<file path="src/router_cfg_pkg.sv">
// Shared constants, register indices and state types of the router global configuration block
package router_cfg_pkg;

    localparam int NPORTS = 8;

    // Register indices on the configuration port
    localparam logic [3:0] IDX_CFG_STATUS = 4'h0;
    localparam logic [3:0] IDX_TIME_CODE  = 4'h1;
    localparam logic [3:0] IDX_VERSION    = 4'h2;
    localparam logic [3:0] IDX_INIT_DIV   = 4'h3;
    localparam logic [3:0] IDX_WR_LOCK    = 4'h4;
    localparam logic [3:0] IDX_TICK_DIV   = 4'h5;
    localparam logic [3:0] IDX_PORT_BASE  = 4'h8;

    // Bit positions
    localparam int BIT_WIPE        = 7;
    localparam int BIT_AUTO_STOP   = 6;
    localparam int BIT_LINK_DEMAND = 5;
    localparam int BIT_LOOPBACK    = 4;
    localparam int BIT_FLAG_CHECK  = 3;
    localparam int BIT_RAM_FAULT   = 2;
    localparam int BIT_TC_WIPE     = 9;
    localparam int BIT_TC_ENABLE   = 8;
    localparam int BIT_WR_ALLOW    = 0;

    // Capability and identity fields; version numbers are arbitrary
    localparam logic [4:0] LINK_COUNT        = 5'h08;
    localparam logic [4:0] BUS_SIDE_COUNT    = 5'h04;
    localparam logic [4:0] FIFO_SIDE_COUNT   = 5'h00;
    localparam logic       TIMERS_PRESENT    = 1'b1;
    localparam logic       DISCOVERY_PRESENT = 1'b1;
    localparam logic [7:0] VER_MAJOR         = 8'h01;
    localparam logic [7:0] VER_MINOR         = 8'h00;
    localparam logic [7:0] VER_PATCH         = 8'h00;

    // Reset values and counts
    localparam logic [7:0]  UNIT_BASE       = 8'h40;
    localparam logic [7:0]  INIT_DIV_RST    = 8'h13;
    localparam logic [15:0] TICK_DIV_RST    = 16'h00FA;
    localparam logic [9:0]  PORT_RELOAD_RST = 10'h3FF;
    localparam logic [9:0]  PORT_RELOAD_MIN = 10'h001;
    localparam logic [2:0]  WIPE_CYCLES     = 3'h7;

    // Answer status codes
    localparam logic [3:0] STATUS_OK       = 4'h0;
    localparam logic [3:0] STATUS_BAD_ADDR = 4'h1;
    localparam logic [3:0] STATUS_AUTH     = 4'hA;

    typedef struct packed {
        logic [2:0]              wipe_cnt;
        logic                    wipe_o;
        logic                    strap_load;
        logic                    auto_stop;
        logic                    link_demand;
        logic                    loopback;
        logic                    flag_check;
        logic                    ram_fault;
        logic                    tc_enable;
        logic [1:0]              tc_flags;
        logic [5:0]              tc_count;
        logic                    tc_valid;
        logic [7:0]              unit_num;
        logic [7:0]              init_div;
        logic                    wr_allow;
        logic [15:0]             tick_div;
        logic [NPORTS-1:0][9:0]  reload;
        logic [NPORTS-1:0][9:0]  timer;
        logic [NPORTS-1:0]       link_start;
        logic [NPORTS-1:0]       port_stop;
        logic                    discard;
        logic                    ack;
        logic [31:0]             rdata;
        logic [3:0]              status;
    } router_state_t;

    localparam router_state_t ROUTER_RST = '{
        wipe_cnt: 3'h0, wipe_o: 1'b0, strap_load: 1'b1, auto_stop: 1'b0,
        link_demand: 1'b0, loopback: 1'b0, flag_check: 1'b0, ram_fault: 1'b0,
        tc_enable: 1'b1, tc_flags: 2'h0, tc_count: 6'h00, tc_valid: 1'b0,
        unit_num: UNIT_BASE, init_div: INIT_DIV_RST, wr_allow: 1'b1,
        tick_div: TICK_DIV_RST, reload: {NPORTS{PORT_RELOAD_RST}},
        timer: {NPORTS{PORT_RELOAD_RST}}, link_start: '0, port_stop: '0,
        discard: 1'b0, ack: 1'b0, rdata: 32'h0000_0000, status: STATUS_OK
    };

    typedef struct packed {
        logic [15:0] cnt;
        logic        tick;
    } prescaler_state_t;

endpackage : router_cfg_pkg

</file>
<file path="src/tick_if.sv">
// Interface carrying the tick divider value and the common port-timer tick
`timescale 1ns/1ps
interface tick_if;
    logic [15:0] divider;
    logic        tick;

    modport producer (input divider, output tick);
    modport consumer (output divider, input tick);
endinterface : tick_if

</file>
<file path="src/router_global_cfg.sv">
// Global configuration and status registers of the eight-port packet router
// Behaviour
// - Wipe bit resets router, accesses ignored briefly
// - Auto stop idle ports after timeout
// - Pending transmit starts enabled link on demand
// - Self-addressed packets discarded unless loopback permitted
// - Optionally discard time-codes with nonzero flags
// - Memory fault flag set by error, writing a one clears
// - Timer and discovery capability bits read one
// - Report FIFO port count; reserved bits
// - Tick counter wipe zeroes flags, reads zero
// - Time-code propagate enable, resets to one
// - Time-code word shows flags and counter
// - Version word shows major, minor, patch
// - Unit number resets to base plus straps
// - Shared eight-bit link init rate divisor
// - Write lock rejects writes except lock register
// - Rejected write answered with authorization error when a reply is asked, else with OK status
// - Prescaler tick every divider plus one cycles
// - Report link and bus port counts
// - Port timeout counts ticks, zero stores one
`timescale 1ns/1ps
module router_global_cfg
    import router_cfg_pkg::*;
(
    input  wire logic              ref_clk_i,
    input  wire logic              reset_n_i,
    input  wire logic [1:0]        strap_i,
    // Configuration port
    input  wire logic              cfg_req_i,
    input  wire logic              cfg_write_i,
    input  wire logic              cfg_reply_i,
    input  wire logic [3:0]        cfg_addr_i,
    input  wire logic [31:0]       cfg_wdata_i,
    output logic                   cfg_ack_o,
    output logic [31:0]            cfg_rdata_o,
    output logic [3:0]             cfg_status_o,
    // Router-wide controls
    output logic                   router_wipe_o,
    output logic [7:0]             init_rate_divisor_o,
    // Port activity and links
    input  wire logic [NPORTS-1:0] port_active_i,
    input  wire logic [NPORTS-1:0] tx_request_i,
    input  wire logic [NPORTS-1:0] link_disabled_i,
    output logic [NPORTS-1:0]      link_start_o,
    output logic [NPORTS-1:0]      port_stop_o,
    // Routing address check
    input  wire logic              route_valid_i,
    input  wire logic [2:0]        route_src_i,
    input  wire logic [2:0]        route_dst_i,
    output logic                   self_addr_discard_o,
    // Memory error report
    input  wire logic              table_err_i,
    // Received time-codes
    input  wire logic              tc_in_valid_i,
    input  wire logic [1:0]        tc_in_flags_i,
    input  wire logic [5:0]        tc_in_count_i,
    output logic                   tc_valid_o,
    output logic [1:0]             tc_flags_o,
    output logic [5:0]             tc_count_o
);

    router_state_t s_r;
    router_state_t s_nxt;

    tick_if u_tick_if ();

    tick_prescaler u_prescaler (
        .ref_clk_i (ref_clk_i),
        .reset_n_i (reset_n_i),
        .tk        (u_tick_if.producer)
    );

    assign u_tick_if.divider = s_r.tick_div;

    logic       idle;
    logic       is_port;
    logic [2:0] port_idx;
    logic       locked_out;
    assign idle       = (s_r.wipe_cnt == 3'h0);
    assign is_port    = (cfg_addr_i >= IDX_PORT_BASE);
    assign port_idx   = cfg_addr_i[2:0];
    assign locked_out = cfg_write_i && !s_r.wr_allow && (cfg_addr_i != IDX_WR_LOCK);

    // Next-state: wipe sequence, configuration port, then hardware events
    always_comb begin
        s_nxt            = s_r;
        s_nxt.ack        = 1'b0;
        s_nxt.status     = STATUS_OK;
        s_nxt.tc_valid   = 1'b0;
        s_nxt.discard    = 1'b0;
        s_nxt.link_start = '0;
        s_nxt.port_stop  = '0;
        if (!idle) begin
            // Block held at reset values except the wipe counter and wipe output; requests are not answered
            s_nxt          = ROUTER_RST;
            s_nxt.wipe_cnt = s_r.wipe_cnt - 3'h1;
            s_nxt.wipe_o   = (s_r.wipe_cnt != 3'h1);
        end else begin
            // Straps are caught after reset release, never under the async reset
            if (s_r.strap_load) begin
                s_nxt.unit_num   = UNIT_BASE + {6'h00, strap_i};
                s_nxt.strap_load = 1'b0;
            end
            if (cfg_req_i) begin
                s_nxt.ack   = 1'b1;
                s_nxt.rdata = 32'h0000_0000;
                if (!cfg_write_i) begin
                    // Reserved bits read zero; wipe and tick-wipe bits read zero
                    if (is_port) begin
                        s_nxt.rdata = {22'h000000, s_r.reload[port_idx]};
                    end else begin
                        unique case (cfg_addr_i)
                            IDX_CFG_STATUS: s_nxt.rdata = {LINK_COUNT, BUS_SIDE_COUNT,
                                FIFO_SIDE_COUNT, 9'h000, 1'b0, s_r.auto_stop,
                                s_r.link_demand, s_r.loopback, s_r.flag_check,
                                s_r.ram_fault, TIMERS_PRESENT, DISCOVERY_PRESENT};
                            IDX_TIME_CODE:  s_nxt.rdata = {22'h000000, 1'b0, s_r.tc_enable,
                                s_r.tc_flags, s_r.tc_count};
                            IDX_VERSION:    s_nxt.rdata = {VER_MAJOR, VER_MINOR, VER_PATCH, s_r.unit_num};
                            IDX_INIT_DIV:   s_nxt.rdata = {24'h000000, s_r.init_div};
                            IDX_WR_LOCK:    s_nxt.rdata = {31'h00000000, s_r.wr_allow};
                            IDX_TICK_DIV:   s_nxt.rdata = {16'h0000, s_r.tick_div};
                            default:        s_nxt.status = STATUS_BAD_ADDR;
                        endcase
                    end
                end else if (locked_out) begin
                    // Rejected write leaves every register untouched
                    s_nxt.status = cfg_reply_i ? STATUS_AUTH : STATUS_OK;
                end else if (is_port) begin
                    s_nxt.reload[port_idx] = (cfg_wdata_i[9:0] == 10'h000) ? PORT_RELOAD_MIN
                                                                         : cfg_wdata_i[9:0];
                end else begin
                    unique case (cfg_addr_i)
                        IDX_CFG_STATUS: begin
                            s_nxt.auto_stop   = cfg_wdata_i[BIT_AUTO_STOP];
                            s_nxt.link_demand = cfg_wdata_i[BIT_LINK_DEMAND];
                            s_nxt.loopback    = cfg_wdata_i[BIT_LOOPBACK];
                            s_nxt.flag_check  = cfg_wdata_i[BIT_FLAG_CHECK];
                            if (cfg_wdata_i[BIT_RAM_FAULT]) begin
                                s_nxt.ram_fault = 1'b0;
                            end
                            if (cfg_wdata_i[BIT_WIPE]) begin
                                s_nxt.wipe_cnt = WIPE_CYCLES;
                                s_nxt.wipe_o   = 1'b1;
                            end
                        end
                        IDX_TIME_CODE: begin
                            s_nxt.tc_enable = cfg_wdata_i[BIT_TC_ENABLE];
                            if (cfg_wdata_i[BIT_TC_WIPE]) begin
                                s_nxt.tc_flags = 2'h0;
                                s_nxt.tc_count = 6'h00;
                            end
                        end
                        IDX_VERSION:  s_nxt.unit_num = cfg_wdata_i[7:0];
                        IDX_INIT_DIV: s_nxt.init_div = cfg_wdata_i[7:0];
                        IDX_WR_LOCK:  s_nxt.wr_allow = cfg_wdata_i[BIT_WR_ALLOW];
                        // No clamp here: keeping it at or above 250 is software's duty
                        IDX_TICK_DIV: s_nxt.tick_div = cfg_wdata_i[15:0];
                        default:      s_nxt.status   = STATUS_BAD_ADDR;
                    endcase
                end
            end
            // Hardware events come after software clears so the set wins
            if (table_err_i) begin
                s_nxt.ram_fault = 1'b1;
            end
            if (s_r.tc_enable && tc_in_valid_i &&
                (!s_r.flag_check || (tc_in_flags_i == 2'h0))) begin
                s_nxt.tc_flags = tc_in_flags_i;
                s_nxt.tc_count = tc_in_count_i;
                s_nxt.tc_valid = 1'b1;
            end
            s_nxt.link_start = s_r.link_demand ? (tx_request_i & ~link_disabled_i) : '0;
            s_nxt.discard    = route_valid_i && !s_r.loopback && (route_src_i == route_dst_i);
            // Per-port inactivity timers run on the common tick
            for (int p = 0; p < NPORTS; p++) begin
                if (port_active_i[p]) begin
                    s_nxt.timer[p] = s_r.reload[p];
                end else if (u_tick_if.tick && (s_r.timer[p] != 10'h000)) begin
                    s_nxt.timer[p] = s_r.timer[p] - 10'h001;
                    s_nxt.port_stop[p] = (s_r.timer[p] == 10'h001) && s_r.auto_stop && TIMERS_PRESENT;
                end
            end
        end
    end

    always_ff @(posedge ref_clk_i or negedge reset_n_i) begin
        if (!reset_n_i) begin
            s_r <= ROUTER_RST;
        end else begin
            s_r <= s_nxt;
        end
    end

    // Outputs straight from the state register
    assign cfg_ack_o           = s_r.ack;
    assign cfg_rdata_o         = s_r.rdata;
    assign cfg_status_o        = s_r.status;
    assign router_wipe_o       = s_r.wipe_o;
    assign init_rate_divisor_o = s_r.init_div;
    assign link_start_o        = s_r.link_start;
    assign port_stop_o         = s_r.port_stop;
    assign self_addr_discard_o = s_r.discard;
    assign tc_valid_o          = s_r.tc_valid;
    assign tc_flags_o          = s_r.tc_flags;
    assign tc_count_o          = s_r.tc_count;

    // Helper: which register the last read addressed
    logic       rd_q;
    logic [3:0] rd_idx_q;
    always_ff @(posedge ref_clk_i or negedge reset_n_i) begin
        if (!reset_n_i) begin
            rd_q     <= 1'b0;
            rd_idx_q <= 4'h0;
        end else begin
            rd_q     <= cfg_req_i && !cfg_write_i && idle;
            rd_idx_q <= cfg_addr_i;
        end
    end

    property p_wipe_hold;
        @(posedge ref_clk_i) disable iff (!reset_n_i)
        $rose(router_wipe_o) |-> router_wipe_o[*7] ##1 !router_wipe_o;
    endproperty
    a_wipe_hold: assert property (p_wipe_hold) else $error("wipe not held for seven cycles");

    property p_wipe_ignore;
        @(posedge ref_clk_i) disable iff (!reset_n_i)
        router_wipe_o |=> !cfg_ack_o;
    endproperty
    a_wipe_ignore: assert property (p_wipe_ignore) else $error("request answered during wipe");

    property p_wipe_reads_zero;
        @(posedge ref_clk_i) disable iff (!reset_n_i)
        (rd_q && (rd_idx_q == IDX_CFG_STATUS)) |-> !cfg_rdata_o[BIT_WIPE];
    endproperty
    a_wipe_reads_zero: assert property (p_wipe_reads_zero) else $error("wipe bit read as one");

    property p_tc_wipe_reads_zero;
        @(posedge ref_clk_i) disable iff (!reset_n_i)
        (rd_q && (rd_idx_q == IDX_TIME_CODE)) |-> (cfg_rdata_o[31:BIT_TC_WIPE] == 23'h000000);
    endproperty
    a_tc_wipe_reads_zero: assert property (p_tc_wipe_reads_zero) else $error("time-code upper bits not zero");

    property p_link_demand;
        @(posedge ref_clk_i) disable iff (!reset_n_i)
        (idle && s_r.link_demand && tx_request_i[0] && !link_disabled_i[0]) |=> link_start_o[0];
    endproperty
    a_link_demand: assert property (p_link_demand) else $error("link not started on request");

    property p_self_addr;
        @(posedge ref_clk_i) disable iff (!reset_n_i)
        (idle && route_valid_i && (route_src_i == route_dst_i)) |=> (self_addr_discard_o == !$past(s_r.loopback));
    endproperty
    a_self_addr: assert property (p_self_addr) else $error("self-address discard wrong");

    property p_tc_filter;
        @(posedge ref_clk_i) disable iff (!reset_n_i)
        (idle && tc_in_valid_i && (s_r.flag_check && (tc_in_flags_i != 2'h0) || !s_r.tc_enable)) |=> !tc_valid_o;
    endproperty
    a_tc_filter: assert property (p_tc_filter) else $error("filtered time-code propagated");

    property p_tc_update;
        @(posedge ref_clk_i) disable iff (!reset_n_i)
        (idle && tc_in_valid_i && s_r.tc_enable && !s_r.flag_check) |=> tc_valid_o && (tc_count_o == $past(tc_in_count_i));
    endproperty
    a_tc_update: assert property (p_tc_update) else $error("time-code not taken");

    property p_ram_fault;
        @(posedge ref_clk_i) disable iff (!reset_n_i)
        (idle && table_err_i) |=> s_r.ram_fault;
    endproperty
    a_ram_fault: assert property (p_ram_fault) else $error("memory fault flag lost");

    property p_lock_auth;
        @(posedge ref_clk_i) disable iff (!reset_n_i)
        (idle && cfg_req_i && locked_out && cfg_reply_i) |=> cfg_ack_o && (cfg_status_o == STATUS_AUTH) && $stable(s_r.init_div);
    endproperty
    a_lock_auth: assert property (p_lock_auth) else $error("locked write not refused");

    property p_reload_min;
        @(posedge ref_clk_i) disable iff (!reset_n_i)
        (idle && cfg_req_i && cfg_write_i && !locked_out && (cfg_addr_i == IDX_PORT_BASE) &&
         (cfg_wdata_i[9:0] == 10'h000)) |=> (s_r.reload[0] == PORT_RELOAD_MIN);
    endproperty
    a_reload_min: assert property (p_reload_min) else $error("zero timeout stored");

endmodule : router_global_cfg

</file>
<file path="src/tick_prescaler.sv">
// Global prescaler producing the common port-timer tick
`timescale 1ns/1ps
module tick_prescaler
    import router_cfg_pkg::*;
(
    input  wire logic ref_clk_i,
    input  wire logic reset_n_i,
    tick_if.producer  tk
);

    prescaler_state_t s_r;
    prescaler_state_t s_nxt;

    // Count down from the divider; one tick every divider+1 cycles
    always_comb begin
        s_nxt = s_r;
        if (s_r.cnt == 16'h0000) begin
            s_nxt.cnt  = tk.divider;
            s_nxt.tick = 1'b1;
        end else begin
            s_nxt.cnt  = s_r.cnt - 16'h0001;
            s_nxt.tick = 1'b0;
        end
    end

    always_ff @(posedge ref_clk_i or negedge reset_n_i) begin
        if (!reset_n_i) begin
            s_r <= '{cnt: TICK_DIV_RST, tick: 1'b0};
        end else begin
            s_r <= s_nxt;
        end
    end

    assign tk.tick = s_r.tick;

    // Helper: cycles since last tick, and whether the divider moved meanwhile
    logic [16:0] gap_q;
    logic        seen_q;
    logic        chg_q;
    logic [15:0] prev_div_q;
    always_ff @(posedge ref_clk_i or negedge reset_n_i) begin
        if (!reset_n_i) begin
            gap_q      <= 17'h00000;
            seen_q     <= 1'b0;
            chg_q      <= 1'b1;
            prev_div_q <= 16'h0000;
        end else begin
            prev_div_q <= tk.divider;
            if (s_r.tick) begin
                gap_q  <= 17'h00001;
                seen_q <= 1'b1;
                // A divider change on the load edge still spoils the next spacing
                chg_q  <= (tk.divider != prev_div_q);
            end else begin
                gap_q <= gap_q + 17'h00001;
                chg_q <= chg_q | (tk.divider != prev_div_q);
            end
        end
    end

    property p_tick_period;
        @(posedge ref_clk_i) disable iff (!reset_n_i)
        (s_r.tick && seen_q && !chg_q && (tk.divider == prev_div_q)) |-> (gap_q == ({1'b0, tk.divider} + 17'h00001));
    endproperty
    a_tick_period: assert property (p_tick_period) else $error("tick spacing differs from divider+1");

endmodule : tick_prescaler
</file>
<file path="config.mk">
export PLATFORM = sky130hd
export DESIGN_NAME = router_global_cfg
export DESIGN_NICKNAME = d
export VERILOG_FILES = /design/src/router_cfg_pkg.sv /design/src/tick_if.sv /design/src/router_global_cfg.sv /design/src/tick_prescaler.sv
export SDC_FILE = /design/constraint.sdc
export NUM_CORES = 1
export LEC_CHECK = 0
export ABC_AREA = 1
export BUFFER_PORTS_ARGS = -buffer_cell sky130_fd_sc_hd__buf_2
export CAP_MARGIN = 0
export CORE_ASPECT_RATIO = 1.2
export CORE_UTILIZATION = 46
export CTS_BUF_LIST = sky130_fd_sc_hd__clkbuf_16
export DETAILED_ROUTE_END_ITERATION = 10
export PLACE_DENSITY_LB_ADDON = 0.12
export SETUP_SLACK_MARGIN = 0.2
export SLEW_MARGIN = 20
export SYNTH_ARGS = -nofsm -noshare
export SYNTH_HDL_FRONTEND = slang
export SYNTH_SLANG_ARGS = --single-unit
</file>
<file path="constraint.sdc">
create_clock -name ref_clk_i -period 2.3 [get_ports ref_clk_i]
set_clock_uncertainty 0.2 [all_clocks]
set_input_delay 0.23 -clock ref_clk_i [delete_from_list [all_inputs] [get_ports ref_clk_i]]
set_output_delay 0.23 -clock ref_clk_i [all_outputs]
set_load 0.005 [all_outputs]
</file>
==> results of run 1 <==
registers in the layout (all words and copies together), names as in the netlist, 6 cells and up:
register,cells
tc_count_o,6
port_stop_o,8
s_r,179
cfg_rdata_o,18
u_tick_if.divider,16
link_start_o,8
init_rate_divisor_o,8
u_prescaler.s_r,16
cells by family after synthesis:
logic type                 Yosys count  share of synthesized area (%)
and+or+nand+nor                   1454                          36.36
buffers and inverters              380                          10.58
DFF                                268                          41.85
AOI/OAI and AO/OA                  251                          7.775
adders and majority gates           29                          2.191
xor gates and xnor gates            22                          1.164
other                                1                        0.02265
muxes                                1                        0.06045
synthesized netlist by cell type (all sizes together), types with 2 or more instances:
library cell | number | area share, %
nor4 | 4 | 0.15
nand2 | 939 | 21
o21ai | 179 | 5.4
inv | 231 | 5.2
xnor2 | 8 | 0.42
nor3b | 6 | 0.27
a31oi | 4 | 0.15
o211ai | 4 | 0.18
nand3b | 5 | 0.23
or2 | 15 | 0.57
a21oi | 56 | 1.7
buf | 110 | 4.5
nor3 | 25 | 0.76
dfstp | 179 | 28
nor2 | 238 | 6.0
nand4 | 42 | 1.6
o21a | 2 | 0.091
clkbuf | 35 | 0.79
xor2 | 14 | 0.74
ha | 29 | 2.2
o22ai | 3 | 0.11
clkinv | 4 | 0.091
nand3 | 180 | 5.4
o21bai | 3 | 0.14
dfrtp | 89 | 13
path summary, 6_finish.rpt:
| path | cells past startpoint | endpoint |
|---|---|---|
| setup / recovery | 10 | cfg_rdata_o[1] |
| hold / removal | 2 | u_prescaler.s_r[12] |
| setup reg to reg | 10 | cfg_rdata_o[1] |
| hold reg to reg | 2 | s_r[186] |
| max in group asynchronous | 3 | u_tick_if.divider[3] |
| min in group ref_clk_i | 5 | init_rate_divisor_o[5] |
layout make-up:
cell class / instances / share of cell area (%)
timing repair buffer: 284 / 11.38
tap: 462 / 2.933
clock buffer: 31 / 3.937
timing repair inverter: 1 / 0.02540
sequential: 268 / 35.17
clock inverter: 23 / 0.7746
antenna: 1 / 0.01270
multi-input combinational: 1773 / 41.16
inverter: 235 / 4.610
power by group:
group	internal (uW)	switching (uW)	total, uW
Sequential	7200	1360	8560
Combinational	3350	5820	9170
Clock	2640	2030	4670
per-layer routing:
metal  track usage, %  wire length (um)
met5                0                12
met3            3.496              3144
met2            46.72             24320
met4            10.43              1833
met1            37.33             22380
per-stage QoR:
stage | instance area [sq um] | hold slack (ns) | std cells
finish | 19710 | 0.009278 | 3078
global route | 19710 | 0.05871 | 3078
CTS | 19330 | 0.01985 | 3061
detailed placement | 17590 | 0.05362 | 2932
global placement | 17590 | 0.04890 | 2932
floorplan | 16610 | -0.2656 | 2420
cell usage in the layout, fill, tap and decap left out, drive strengths merged, types with 3 or more instances in the layout:
| master | instances |
|---|---|
| a21oi | 56 |
| a31oi | 4 |
| buf | 217 |
| clkbuf | 32 |
| clkinv | 18 |
| clkinvlp | 3 |
| conb | 15 |
| dfrtp | 89 |
| dfstp | 179 |
| dlygate4sd3 | 66 |
| ha | 29 |
| inv | 236 |
| nand2 | 939 |
| nand3 | 180 |
| nand3b | 5 |
| nand4 | 42 |
| nor2 | 239 |
| nor3 | 25 |
| nor3b | 6 |
| nor4 | 4 |
| o211ai | 4 |
| o21ai | 179 |
| o21bai | 3 |
| o22ai | 3 |
| or2 | 15 |
| xnor2 | 8 |
| xor2 | 14 |
timing repair:
item / 4_1_cts / 5_1_grt
pin swaps: 4 / 7
endpoints found under the setup margin: 146 / 193
hold buffers: 66 / 0
endpoints found under the hold margin: 251 / 0
gates resized for setup: 24 / 74
buffers inserted: 8 / 7
gates cloned: 1 / 9
==> impl_metrics.ini, run 1 <==
[timing]
max_freq_mhz = 480.4
finalSetupViolCount = 0
slew_headroom_pct = 57.25
finalCritPeriodShare_pct = 90.50
finalSetupTns_ns = 0
final_hold_viol_count = 0
rsz0062_at_grt = true
layout_setup_ws_ns = 0.2185
min_period_ns = 2.082
final_max_slew_viol_count = 0
tightest_slew_ns = 0.6413

[drt]
viasPerCell = 5.242
ant_nets = 0
drtIter0Drc = 1423
route.detailed.drc = 0
drt-total-wl_mm = 51.69
drt-pass1-iter-count = 5
vias = 16140
wl_per_cell_um = 16.79

[layout]
multi_input_area_sq_um = 8112
final_util_pct = 56.00
areaGrowthSynthToFinish_pct = 19.00
drive_gt1_share_pct = 20.46
ff_latch_area_sq_um = 6930
nets = 2706
num-fill-cells = 3381

[global_route]
track_usage_pct = 28.08
grt_pass1_wl_mm = 81.92
antenna_found_initial = 2
grt_max_degree = 71
grt_pass1_vias = 15460
grt_overflow_total = 0

[die]
fp.dieW_um = 175.2
die_h_um = 209.8
die-area_sq_um = 36770
io_pins = 156
coreArea_sq_um = 35190
initial_core_util_pct = 47.06
placementRows = 75

[cts]
root_buffer = clkbuf_16
tritoncts = yes
clkTransAtPathRegs_ns = 0.07
cts_buffers = 30
clk_path_buf_depth = 3
clkSinkCount = 268
clkLatencyLatePin_ns = 0.58
cts_max_level = 1

[yosys]
ys_ff_latch = 268
synth_ff_type = dfstp_2
seq_area_frac_synth_pct = 41.85
synth.cell_area_sq_um = 16560
avgSynthCellArea_sq_um = 6.883
netlist_instances = 2406
synth_enable_flop_cells = 0
yosys_warnings = 0
ys_types = 36
synthArstFlopShare_pct = 100.0

[placement]
port_buffers = 124
pre_cts_slack_ns = 0.06615
dp_hpwl_mm = 36.23
gp_congestion = 1.009

[setup_path]
endpoint_kind = flop
critical_path.cell_chain = inv_2, ha_1, inv_2, nor2_4, inv_6, nor2_4, nand2_1, nor2_2, nand3_1, nand3_1
r2r_setup_slack_ns = 0.22
cp.required_ns = 2.62
cpPeakStageDelay_ns = 0.39
critPathLaunchType = flop
critPathLaunch = s_r[264]
cp.arrival_ns = 2.40
cp_top_family = simple AND/OR/NAND/NOR gates
rr_startpoint = s_r[264]
cp_max_fo = 5
crit_type = flop to flop
crit_buf_inv = 3
critPathSlowestCell = dfrtp_1

[pwr]
powerDensity_nw_per_um2 = 1137
leakagePower_uw = 0.009993
total_power_uw = 22400
ir_drop_v = 0.0006810

[run_status]
status = finished clean

[run]
drv_cap = 0

[min_path]
hp-class = input pin to asynchronous set/reset pin
(Power assumes the default switching activity.)
==> run 2: changes to the inputs <==
--- a/config.mk
+++ b/config.mk
@@ -9,10 +9,12 @@
 export BUFFER_PORTS_ARGS = -buffer_cell sky130_fd_sc_hd__buf_2
 export CAP_MARGIN = 0
 export CORE_ASPECT_RATIO = 1.2
+export CORE_MARGIN = 10
 export CORE_UTILIZATION = 46
 export CTS_BUF_LIST = sky130_fd_sc_hd__clkbuf_16
 export DETAILED_ROUTE_END_ITERATION = 10
 export PLACE_DENSITY_LB_ADDON = 0.12
+export REMOVE_ABC_BUFFERS = 1
 export SETUP_SLACK_MARGIN = 0.2
 export SLEW_MARGIN = 20
 export SYNTH_ARGS = -nofsm -noshare
==> impl_metrics.ini, run 2 (synthesized netlist as in run 1, its figures left out) <==
[setup_path]
critPathSlowestCell = dfrtp_1
critical_path.most_common_cell = buf_12
critical_path.cell_chain = inv_2, ha_4, inv_2, nor2_4, buf_4, buf_12, o21ai_1, nand3_2, inv_8, nand2_4, buf_12, buf_12, nand2_1, nand2_1
critPathLaunchType = flop
crit_buf_inv = 7
critPathLaunch = s_r[264]
crit_type = flop to flop
cp.arrival_ns = 2.48
endpoint_kind = flop
cp.required_ns = 2.60
cpPeakStageDelay_ns = 0.36
rr_startpoint = s_r[264]
cp_max_fo = 10
cp_top_family = buffers and inverters

[timing]
final_hold_viol_count = 0
rsz0062_at_grt = true
slew_headroom_pct = 52.94
min_period_ns = 2.177
max_freq_mhz = 459.4
tightest_slew_ns = 0.7058
finalSetupViolCount = 0
final_max_slew_viol_count = 0
finalCritPeriodShare_pct = 94.64

[layout]
areaGrowthSynthToFinish_pct = 23.32
finalNonFillerCells = 3107
multi_input_area_sq_um = 8394
final_area_sq_um = 20420
largest_reg_flops = 179
mostFrequentLayoutCell = nand2_1
final_cell_mix = nand2_1 (884), inv_1 (216), nor2_1 (210)
num-fill-cells = 3463
ff_latch_area_sq_um = 6930
top_register = s_r
drive_gt1_share_pct = 23.15
nets = 2728
diodes = 0

[die]
die_h_um = 227.8
coreArea_sq_um = 35750
fp.dieW_um = 193.2
placementRows = 76
initial_core_util_pct = 46.32
die-area_sq_um = 44020
io_pins = 156

[cts]
clkLatencyLatePin_ns = 0.59
cts_max_level = 1
root_buffer = clkbuf_16
clk_path_buf_depth = 3
tritoncts = yes
cts_buffers = 30
clkTransAtPathRegs_ns = 0.07
clkSinkCount = 268

[drt]
wl_per_cell_um = 17.53
highest_layer = met4
drt-total-wl_mm = 54.46
ant_nets = 0
wl_met3_mm = 2.977
drt-pass1-iter-count = 6
drtIter0Drc = 1148
vias = 16200
viasPerCell = 5.213
wl_met1_mm = 22.85
route.detailed.drc = 0
met2_length_mm = 26.43

[min_path]
hp-class = input pin to flop
hold_start = cfg_addr_i[3]

[pwr]
leakagePower_uw = 0.01026
powerDensity_nw_per_um2 = 1157
ir_drop_v = 0.0006566

[placement]
placed_area_sq_um = 17780
port_buffers = 124
dp_hpwl_mm = 38.75
gp_congestion = 0.9540
placedCellCount = 2954

[run_status]
status = finished clean

[run]
drv_cap = 0

[global_route]
grt_max_degree = 51
antenna_found_initial = 0
grt_pass1_vias = 15570
track_usage_pct = 23.64
grt_overflow_total = 0
grt_pass1_wl_mm = 85.55
==> run 2: through the flow <==
| step | setup slack, ns | utilization (%) | total power [uW] | setup TNS [ns] | hold WS (ns) |
|---|---|---|---|---|---|
| after CTS | 0.1407 | 55.23 | 22660 | 0 | 0.003221 |
| after detailed placement | 0.03964 | 49.72 | 16960 | 0 | -0.009475 |
| after global routing | 0.007338 | 57.11 | 25370 | 0 | 0.04049 |
| after global placement | 0.1004 | 49.72 | 16770 | 0 | -0.007515 |
| after floorplan | -2.071 | - | 13570 | -432.06 | -0.2656 |
| final | 0.1233 | 57.11 | 23630 | 0 | 0.03959 |
==> run 2: layout make-up <==
cell class | count | area share (%)
multi-input combinational | 1772 | 41.11
sequential | 268 | 33.94
timing repair buffer | 308 | 12.55
inverter | 235 | 4.448
clock buffer | 32 | 3.921
tap | 468 | 2.867
clock inverter | 24 | 1.164
==> run 2: timing repair <==
action | CTS | global route
buffers inserted | 11 | 12
hold buffers | 65 | 0
resized for setup | 32 | 136
gates cloned | 2 | 7
endpoints found under the setup margin | 167 | 206
pin swaps | 6 | 31
endpoints found under the hold margin | 286 | 0
==> run 2: worst reg2reg max path, stage by stage, from the launching register on <==
cell	delay (ns)
dfrtp_1	0.36
inv_2	0.06
ha_4	0.15
inv_2	0.07
nor2_4	0.05
buf_4	0.14
buf_12	0.15
o21ai_1	0.14
nand3_2	0.15
inv_8	0.16
nand2_4	0.10
buf_12	0.14
buf_12	0.12
nand2_1	0.05
nand2_1	0.05
==> run 2: power breakdown <==
group | internal [uW] | total, uW | switching [uW]
clock network | 2960 | 5050 | 2080
registers | 7200 | 8660 | 1460
logic | 3840 | 9930 | 6090
==> run 2: path summary, 6_finish.rpt <==
kind	endpoint	slack, ns	cells after the start
worst max-delay path	s_r[150]	0.12	14
worst min register to register	s_r[144]	0.26	2
worst min-delay path	s_r[246]	0.04	5
max in group asynchronous	cfg_rdata_o[6]	1.16	3
min in group asynchronous	u_tick_if.divider[5]	0.19	2
worst max register to register	s_r[150]	0.12	14
==> run 2: layer usage <==
layer	up-vias	global-route usage, %
li1	7926	-
met1	7580	29.78
met2	552	40.72
met3	138	2.832
met4	0	8.637
met5	-	0
